<file path="src/core/fdc_param_pkg.sv">
// constants shared by the command parameter decoder and its delay timer
package fdc_param_pkg;
  localparam int BYTE_W = 8;
  localparam int SIZE_W = 3;
  localparam int CNT_W = 20;
  localparam logic [2:0] SIZE_CODE_MAX = 3'h7;
  localparam logic [15:0] BASE_SECTOR_BYTES = 16'h0080;
  localparam logic [7:0] FIRST_SECTOR = 8'h01;
  localparam logic [7:0] QUEUE_THR_DEFAULT = 8'h00;
  localparam logic [7:0] PRECOMP_DEFAULT = 8'h00;
  localparam logic QUEUE_EN_LOW_DEFAULT = 1'b1;
  // delay unit in microseconds at the 1 Mbit rate, scaled per rate
  localparam int DELAY_UNIT_US = 1;
  localparam int CLK_MHZ = 10;
  localparam int UNIT_CYCLES = DELAY_UNIT_US * CLK_MHZ;
  typedef enum logic [1:0] {head_idle_t_e, head_settle_e, head_loaded_e, head_release_e} head_state_t;
endpackage

</file>
<file path="src/core/floppy_command_parameter_decode.sv">
// command parameter decoder: sector sequencing, gaps, size, head load timing, config retain
//
// Functional notes
// - stop sector sequencing on a track after the end sector number.
// - in perpendicular mode the second-field spacing sets gap 2 length.
// - intersector spacing length is the gap 3 size, sync field excluded.
// - head side select gives head 0 or 1, as in sector ID.
// - after head load wait the settle delay before read or write.
// - hold head loaded for release delay after execution, then unload.
// - retain flag keeps queue enable, threshold, precomp track over software reset.
// - density select one is double density, zero single density.
// - multi-side continue runs head 0 last sector into head 1 first.
// - size code 0 is 128 bytes with short length; else 128 shl code.
// - target cylinder is the seek destination cylinder.
// - size code 0 passes short count on reads, zero fills on writes.
// - queue enable is active low, default disabled.
`timescale 1ns/1ps
module floppy_command_parameter_decode #(
  parameter int CNT_W = fdc_param_pkg::CNT_W
) (
  input wire logic mclk,
  input wire logic rst_n,
  input wire logic cmd_load,
  input wire logic [7:0] end_sector_number,
  input wire logic [7:0] gap2_spacing,
  input wire logic [7:0] intersector_spacing_length,
  input wire logic head_side_select,
  input wire logic [7:0] start_sector,
  input wire logic [fdc_param_pkg::SIZE_W-1:0] size_code,
  input wire logic [7:0] short_sector_length,
  input wire logic [7:0] target_cylinder,
  input wire logic double_density_select,
  input wire logic multi_side_continue,
  input wire logic perpendicular_mode,
  input wire logic sector_done,
  input wire logic head_load_req,
  input wire logic exec_end,
  input wire logic [7:0] head_settle_delay,
  input wire logic [7:0] head_release_delay,
  input wire logic [3:0] rate_scale,
  input wire logic cfg_write,
  input wire logic cfg_queue_enable_low,
  input wire logic [7:0] cfg_queue_threshold,
  input wire logic [7:0] cfg_precomp_start_track,
  input wire logic cfg_retain,
  input wire logic soft_reset,
  output logic [7:0] cur_sector,
  output logic cur_head,
  output logic track_end,
  output logic [7:0] gap2_len,
  output logic [7:0] gap3_len,
  output logic double_density,
  output logic [15:0] sector_bytes,
  output logic [15:0] host_bytes,
  output logic zero_fill,
  output logic [7:0] seek_cylinder,
  output logic head_loaded,
  output logic rw_ready,
  output logic queue_enable_low,
  output logic [7:0] queue_threshold,
  output logic [7:0] precomp_start_track,
  output logic retain_ff_out
);
  import fdc_param_pkg::*;

  // ****************************************
  // command parameters latched at command load
  // ****************************************
  logic [7:0] end_sector_ff, nxt_end_sector;
  logic [7:0] cur_sector_ff, nxt_cur_sector;
  logic cur_head_ff, nxt_cur_head;
  logic track_end_ff, nxt_track_end;
  logic mscont_ff, nxt_mscont;
  logic [7:0] gap2_ff, nxt_gap2;
  logic [7:0] gap3_ff, nxt_gap3;
  logic dd_ff, nxt_dd;
  logic [15:0] sbytes_ff, nxt_sbytes;
  logic [15:0] hbytes_ff, nxt_hbytes;
  logic zfill_ff, nxt_zfill;
  logic [7:0] seek_ff, nxt_seek;

  always_comb begin
    nxt_end_sector = end_sector_ff;
    nxt_cur_sector = cur_sector_ff;
    nxt_cur_head = cur_head_ff;
    nxt_track_end = track_end_ff;
    nxt_mscont = mscont_ff;
    nxt_gap2 = gap2_ff;
    nxt_gap3 = gap3_ff;
    nxt_dd = dd_ff;
    nxt_sbytes = sbytes_ff;
    nxt_hbytes = hbytes_ff;
    nxt_zfill = zfill_ff;
    nxt_seek = seek_ff;
    if (cmd_load) begin
      nxt_end_sector = end_sector_number;
      nxt_cur_sector = start_sector;
      nxt_cur_head = head_side_select;
      nxt_track_end = 1'b0;
      nxt_mscont = multi_side_continue;
      // gap 2 only changes in perpendicular mode; otherwise the previously latched gap 2 value stays
      nxt_gap2 = perpendicular_mode ? gap2_spacing : gap2_ff;
      nxt_gap3 = intersector_spacing_length;
      nxt_dd = double_density_select;
      nxt_sbytes = BASE_SECTOR_BYTES << size_code;
      // size codes the drive cannot hold are the host's problem, not flagged
      if (size_code == '0) begin
        nxt_hbytes = {8'h00, short_sector_length};
        nxt_zfill = 1'b1;
      end else begin
        nxt_hbytes = BASE_SECTOR_BYTES << size_code;
        nxt_zfill = 1'b0;
      end
      nxt_seek = target_cylinder;
    end else if (sector_done && !track_end_ff) begin
      if (cur_sector_ff == end_sector_ff) begin
        if (mscont_ff && !cur_head_ff) begin
          nxt_cur_head = 1'b1;
          nxt_cur_sector = FIRST_SECTOR;
        end else begin
          nxt_track_end = 1'b1;
        end
      end else begin
        nxt_cur_sector = cur_sector_ff + 8'h01;
      end
    end
  end

  always_ff @(posedge mclk or negedge rst_n) begin
    if (!rst_n) begin
      end_sector_ff <= 8'h00;
      cur_sector_ff <= FIRST_SECTOR;
      cur_head_ff <= 1'b0;
      track_end_ff <= 1'b0;
      mscont_ff <= 1'b0;
      gap2_ff <= 8'h00;
      gap3_ff <= 8'h00;
      dd_ff <= 1'b0;
      sbytes_ff <= BASE_SECTOR_BYTES;
      hbytes_ff <= BASE_SECTOR_BYTES;
      zfill_ff <= 1'b0;
      seek_ff <= 8'h00;
    end else begin
      end_sector_ff <= nxt_end_sector;
      cur_sector_ff <= nxt_cur_sector;
      cur_head_ff <= nxt_cur_head;
      track_end_ff <= nxt_track_end;
      mscont_ff <= nxt_mscont;
      gap2_ff <= nxt_gap2;
      gap3_ff <= nxt_gap3;
      dd_ff <= nxt_dd;
      sbytes_ff <= nxt_sbytes;
      hbytes_ff <= nxt_hbytes;
      zfill_ff <= nxt_zfill;
      seek_ff <= nxt_seek;
    end
  end

  // ****************************************
  // head load, settle and release sequencing
  // ****************************************
  head_state_t hstate_ff, nxt_hstate;
  logic rw_ready_ff, nxt_rw_ready;
  logic head_loaded_ff, nxt_head_loaded;
  logic tmr_start;
  logic [CNT_W-1:0] tmr_load;
  logic tmr_done;

  // delay counts are specify values times rate scale times unit cycles
  function automatic logic [CNT_W-1:0] scale_delay(input logic [7:0] val, input logic [3:0] rate);
    logic [CNT_W+15:0] prod;
    prod = (CNT_W+16)'(val) * (CNT_W+16)'(rate) * (CNT_W+16)'(UNIT_CYCLES);
    return prod[CNT_W-1:0];
  endfunction

  always_comb begin
    nxt_hstate = hstate_ff;
    nxt_rw_ready = rw_ready_ff;
    tmr_start = 1'b0;
    tmr_load = '0;
    unique case (hstate_ff)
      head_idle_t_e: begin
        if (head_load_req) begin
          nxt_hstate = head_settle_e;
          tmr_start = 1'b1;
          tmr_load = scale_delay(head_settle_delay, rate_scale);
        end
      end
      head_settle_e: begin
        if (tmr_done) begin
          nxt_hstate = head_loaded_e;
          nxt_rw_ready = 1'b1;
        end
      end
      head_loaded_e: begin
        if (exec_end) begin
          nxt_hstate = head_release_e;
          nxt_rw_ready = 1'b0;
          tmr_start = 1'b1;
          tmr_load = scale_delay(head_release_delay, rate_scale);
        end
      end
      head_release_e: begin
        // a new request while still loaded skips the settle wait
        if (head_load_req) begin
          nxt_hstate = head_loaded_e;
          nxt_rw_ready = 1'b1;
        end else if (tmr_done) begin
          nxt_hstate = head_idle_t_e;
        end
      end
    endcase
    nxt_head_loaded = (nxt_hstate != head_idle_t_e);
  end

  always_ff @(posedge mclk or negedge rst_n) begin
    if (!rst_n) begin
      hstate_ff <= head_idle_t_e;
      rw_ready_ff <= 1'b0;
      head_loaded_ff <= 1'b0;
    end else begin
      hstate_ff <= nxt_hstate;
      rw_ready_ff <= nxt_rw_ready;
      head_loaded_ff <= nxt_head_loaded;
    end
  end

  delay_timer #(.CNT_W(CNT_W)) u_timer (
    .mclk(mclk),
    .rst_n(rst_n),
    .start(tmr_start),
    .load_cycles(tmr_load),
    .done(tmr_done)
  );

  // ****************************************
  // configuration with retain over software reset
  // ****************************************
  logic qen_low_ff, nxt_qen_low;
  logic [7:0] qthr_ff, nxt_qthr;
  logic [7:0] precomp_ff, nxt_precomp;
  logic retain_ff, nxt_retain;

  always_comb begin
    nxt_qen_low = qen_low_ff;
    nxt_qthr = qthr_ff;
    nxt_precomp = precomp_ff;
    nxt_retain = retain_ff;
    if (cfg_write) begin
      nxt_qen_low = cfg_queue_enable_low;
      nxt_qthr = cfg_queue_threshold;
      nxt_precomp = cfg_precomp_start_track;
      nxt_retain = cfg_retain;
    end else if (soft_reset && !retain_ff) begin
      nxt_qen_low = QUEUE_EN_LOW_DEFAULT;
      nxt_qthr = QUEUE_THR_DEFAULT;
      nxt_precomp = PRECOMP_DEFAULT;
    end
  end

  always_ff @(posedge mclk or negedge rst_n) begin
    if (!rst_n) begin
      qen_low_ff <= QUEUE_EN_LOW_DEFAULT;
      qthr_ff <= QUEUE_THR_DEFAULT;
      precomp_ff <= PRECOMP_DEFAULT;
      retain_ff <= 1'b0;
    end else begin
      qen_low_ff <= nxt_qen_low;
      qthr_ff <= nxt_qthr;
      precomp_ff <= nxt_precomp;
      retain_ff <= nxt_retain;
    end
  end

  assign cur_sector = cur_sector_ff;
  assign cur_head = cur_head_ff;
  assign track_end = track_end_ff;
  assign gap2_len = gap2_ff;
  assign gap3_len = gap3_ff;
  assign double_density = dd_ff;
  assign sector_bytes = sbytes_ff;
  assign host_bytes = hbytes_ff;
  assign zero_fill = zfill_ff;
  assign seek_cylinder = seek_ff;
  assign head_loaded = head_loaded_ff;
  assign rw_ready = rw_ready_ff;
  assign queue_enable_low = qen_low_ff;
  assign queue_threshold = qthr_ff;
  assign precomp_start_track = precomp_ff;
  assign retain_ff_out = retain_ff;
endmodule

</file>
<file path="src/core/delay_timer.sv">
// down counter producing one settle or release delay in scaled units
`timescale 1ns/1ps
module delay_timer #(
  parameter int CNT_W = fdc_param_pkg::CNT_W
) (
  input wire logic mclk,
  input wire logic rst_n,
  input wire logic start,
  input wire logic [CNT_W-1:0] load_cycles,
  output logic done
);
  import fdc_param_pkg::*;
  logic [CNT_W-1:0] cnt_ff;
  logic [CNT_W-1:0] nxt_cnt;
  logic run_ff;
  logic nxt_run;
  logic done_ff;
  logic nxt_done;

  always_comb begin
    nxt_cnt = cnt_ff;
    nxt_run = run_ff;
    nxt_done = 1'b0;
    if (start) begin
      nxt_cnt = load_cycles;
      nxt_run = 1'b1;
    end else if (run_ff) begin
      if (cnt_ff == '0) begin
        nxt_run = 1'b0;
        nxt_done = 1'b1;
      end else begin
        nxt_cnt = cnt_ff - 1'b1;
      end
    end
  end

  always_ff @(posedge mclk or negedge rst_n) begin
    if (!rst_n) begin
      cnt_ff <= '0;
      run_ff <= 1'b0;
      done_ff <= 1'b0;
    end else begin
      cnt_ff <= nxt_cnt;
      run_ff <= nxt_run;
      done_ff <= nxt_done;
    end
  end

  assign done = done_ff;
endmodule

</file>
<file path="config.mk">
export PLATFORM = sky130hd
export DESIGN_NAME = floppy_command_parameter_decode
export DESIGN_NICKNAME = d
export VERILOG_FILES = /design/src/core/fdc_param_pkg.sv /design/src/core/floppy_command_parameter_decode.sv /design/src/core/delay_timer.sv
export SDC_FILE = /design/constraint.sdc
export NUM_CORES = 1
export LEC_CHECK = 0
export BUFFER_PORTS_ARGS = -buffer_cell sky130_fd_sc_hd__buf_2
export CAP_MARGIN = 20
export CORE_MARGIN = 4
export CORE_UTILIZATION = 45
export CTS_CLUSTER_DIAMETER = 100
export DETAILED_ROUTE_END_ITERATION = 12
export GPL_TIMING_DRIVEN = 0
export PLACE_DENSITY_LB_ADDON = 0.2
export SETUP_SLACK_MARGIN = 0.3
export SLEW_MARGIN = 30
export SYNTH_ARGS = -nofsm -noshare
export SYNTH_HDL_FRONTEND = slang
export SYNTH_SLANG_ARGS = --single-unit
export TNS_END_PERCENT = 30
</file>
<file path="constraint.sdc">
create_clock -name mclk -period 3.3 [get_ports mclk]
set_input_delay 0.33 -clock mclk [delete_from_list [all_inputs] [get_ports mclk]]
set_output_delay 0.33 -clock mclk [all_outputs]
set_load 0.05 [all_outputs]
</file>
==> qor.yml <==
status:
  outcome: "complete, but fails checks"
  violations: "negative setup slack"
clock_network:
  clk-insertion-delay-late_ns: 0.35
  cts_buffer_depth: 2
  cts_made_buffers: 9
  clockRootBuffer: "clkbuf_16"
  cts_tree: "yes"
  h-tree-depth: 3
  clk_pin_slew_worst_paths_ns: 0.08
  numClockSinks: 110
placed_design:
  hpwl_um: 14300
  place_ws_ns: -1.80
  port_buffers: 178
  place_area_um2: 9330
  routabilityCongestion: 0.889
route:
  vias: 6782
  wl_per_cell_um: 15.0
  wl_um: 19500
  ant_nets: 0
  vias_per_cell: 5.21
  dr.pass1.iters: 7
  drt_iter0_drc: 264
  drc: 0
grt:
  grt-ovfl-total: 0
  antenna_found_initial: 0
  grt_max_degree: 67
  grt_pass1_wl_um: 32300
  grt_pass1_vias: 6759
  track_usage_pct: 19.4
synth:
  ys_seq_area_share_pct: 34.8
  synth_warnings: 0
  synth_cells: 824
  synth_edf_count: 0
  synth_ff_type: "dfrtp_1"
  synth_cell_types: 66
  yosys_register_bits: 110
  async_reset_ff_share_pct: 100
  syn_avg_cell_area_um2: 9.62
  syn_area_um2: 7930
floorplan:
  rows: 48
  core_um2: 17300
  initial_core_util_pct: 45.8
  ioPinCount: 189
  dieArea_um2: 19800
  fp.dieH_um: 141
  fp.dieW_um: 141
finish:
  stdcell_area_um2: 10600
  final_layout_size_suffix_gt1_share_pct: 38.2
  insertedDiodeCount: 0
  finalNetCount: 1263
  fillers: 1484
  fin_util_pct: 61.2
  area_delta_synth_final_pct: 33.6
power:
  ir_drop_mv: 0.348
  net-switching-power_mw: 3.08
  pwr_density_cell_nw_per_um2: 684
  power.internal_mw: 4.17
  comb_power_share_pct: 61.7
  power_mw: 7.24
  p_clk_share_pct: 14.5
  power_leakage_nw: 5.08
  netSwitchingFraction_pct: 42.5
  pwr-share-seq_pct: 23.9
sta:
  tns_ns: -8.99
  clock.fmax_mhz: 228
  worst_slew_pin_slew_ns: 0.758
  slew_headroom_pct: 49.0
  setup_viol: 11
  fin_ws_ns: -1.09
  hold_viol_final: 0
  finClkSkew_ns: 0.0134
  rsz0062_at_grt: "true"
  period_share_pct: 133
  period_needed_ns: 4.39
  slew_viol_final: 0
min_path:
  hold_class: "input port to flip-flop"
flow_run:
  maxCapViolCount: 0
critical_path:
  start_kind: "input port"
  rrSetupSlack_ns: 0.27
  end_kind: "flip-flop"
  cp_data_required_time_ns: 3.53
  crit_path_max_fanout: 8
  arrival_ns: 4.62
  crit_type: "input port to flip-flop"
## cells by family after synthesis
kind of cell    share of synthesized area (%)
mux                                      5.06
fa+ha+maj                                16.7
compound gates                           16.0
other cells                            0.0473
buf+inv                                  5.96
xor+xnor                                 6.30
simple gates                             15.2
flops                                    34.8
## flip-flops by register name (all words and copies together) (netlist names), 2 cells and up
signal and cells:
gap2_len 8, cur_sector 8, seek_cylinder 8, end_sector_ff 8
precomp_start_track 8, queue_threshold 8, host_bytes 13, u_timer.cnt_ff 20
sector_bytes 8, gap3_len 8, hstate_ff 2
## area by class of cell
cell class,count,area [um^2],share of cell area [%]
plain buffers,34,251,2.37
clock buffers,10,229,2.16
clock inverters,6,55.1,0.520
inverters,76,285,2.69
multi-input cells,612,5380,50.8
flip-flops and latches,110,2760,26.0
well taps,225,282,2.66
repair buffers,229,1360,12.8
## routing by layer
| layer | track usage, % | wire length [um] | up-vias |
|---|---|---|---|
| met5 | 0 | 0 | - |
| met4 | 5.15 | 314 | 0 |
| met3 | 2.37 | 972 | 27 |
| met1 | 25.7 | 8550 | 3220 |
| met2 | 33.8 | 9710 | 186 |
| li1 | - | - | 3349 |
## worst paths after layout
check                                              start                        endpoint  cells after the start
setup / recovery                           rate_scale[1]  u_timer.cnt_ff[14]$_DFFE_PN0P_                     21
hold / removal                                cfg_retain       retain_ff_out$_DFFE_PN0P_                      3
setup reg to reg           u_timer.cnt_ff[0]$_DFFE_PN0P_  u_timer.cnt_ff[14]$_DFFE_PN0P_                      9
hold reg to reg             queue_enable_low$_DFFE_PN1P_    queue_enable_low$_DFFE_PN1P_                      2
max in group asynchronous                          rst_n     sector_bytes[7]$_DFFE_PN1P_                      3
min in group asynchronous                          rst_n         gap2_len[2]$_DFFE_PN0P_                      2
## stage by stage
stage / std cells / hold slack (ns)
2_1_floorplan: 832 / 0.0344
3_3_place_gp: 1235 / 0.451
3_5_place_dp: 1236 / 0.248
4_1_cts: 1296 / 0.173
5_1_grt: 1302 / 0.193
6_report: 1302 / 0.185
## Yosys cell counts, types with 3 or more instances
library cell | n | share of area (%)
dfrtp_1 | 106 | 33
inv_1 | 76 | 3.6
ha_1 | 64 | 10
and2_1 | 51 | 4.0
nor2_1 | 51 | 2.4
o21ai_0 | 46 | 2.9
a21oi_1 | 41 | 2.6
nand2_1 | 41 | 1.9
xnor2_1 | 37 | 4.1
mux2_2 | 33 | 4.7
a22o_1 | 28 | 3.1
fa_1 | 26 | 6.6
xor2_1 | 20 | 2.2
clkbuf_1 | 19 | 0.90
nor2b_1 | 17 | 1.3
nor3_1 | 14 | 0.88
a31oi_1 | 12 | 0.95
buf_4 | 12 | 1.1
nand3_1 | 11 | 0.69
a21o_1 | 9 | 0.85
nand2b_1 | 8 | 0.63
o21a_1 | 8 | 0.76
nor4_1 | 6 | 0.47
or3_1 | 6 | 0.47
a211oi_1 | 5 | 0.47
and3_1 | 4 | 0.32
dfstp_2 | 4 | 1.3
nor3b_1 | 4 | 0.38
o22ai_1 | 4 | 0.32
o2bb2ai_1 | 4 | 0.44
a22oi_1 | 3 | 0.28
mux2i_1 | 3 | 0.38
nand4_1 | 3 | 0.24
o211ai_1 | 3 | 0.28
o21bai_1 | 3 | 0.28
o32ai_1 | 3 | 0.33
or2_2 | 3 | 0.24
## critical path, cell delays in order
cell and delay, ns:
buf_8 0.11, clkbuf_16 0.15, and2_4 0.14, fa_1 0.49, inv_1 0.05, fa_1 0.49, inv_2 0.05, ha_4 0.24
and3_4 0.15, a221oi_4 0.31, buf_4 0.16, buf_6 0.10, xor2_4 0.16, xnor2_1 0.08, ha_2 0.22, or4_4 0.53
a31oi_4 0.20, o21bai_1 0.10, a41oi_2 0.15, xnor2_1 0.10, a221o_1 0.31
## cell usage in the layout, fill, tap and decap left out, drive strengths merged, types with 8 or more instances in the layout
cell type	instances
clkbuf	29
dfrtp	106
ha	64
inv	80
a22o	28
buf	243
fa	26
a21o	9
conb	9
o21a	8
nand3	12
nor2	51
mux2	33
nand2b	8
o21ai	47
a31oi	12
nor2b	17
nor3	15
xor2	20
xnor2	37
a21oi	42
and2	51
nand2	41
## timing repair
item | in CTS | in global routing
hold buffers | 1 | 0
gates resized for setup | 87 | 33
endpoints found under the setup margin | 12 | 12
pin swaps | 81 | 18
setup buffers | 43 | 6
gates cloned | 0 | 0
endpoints found under the hold margin | 42 | 0
## power groups by stage
stage / sequential, mW / combinational, mW / clock (mW)
2_1_floorplan: 2.04 / 2.31 / 0
3_3_place_gp: 1.74 / 3.29 / 0
3_5_place_dp: 1.75 / 3.32 / 0
4_1_cts: 1.73 / 4.09 / 1.08
5_1_grt: 1.77 / 4.86 / 1.13
6_report: 1.73 / 4.46 / 1.05
Power figures use the tool's default switching activity.
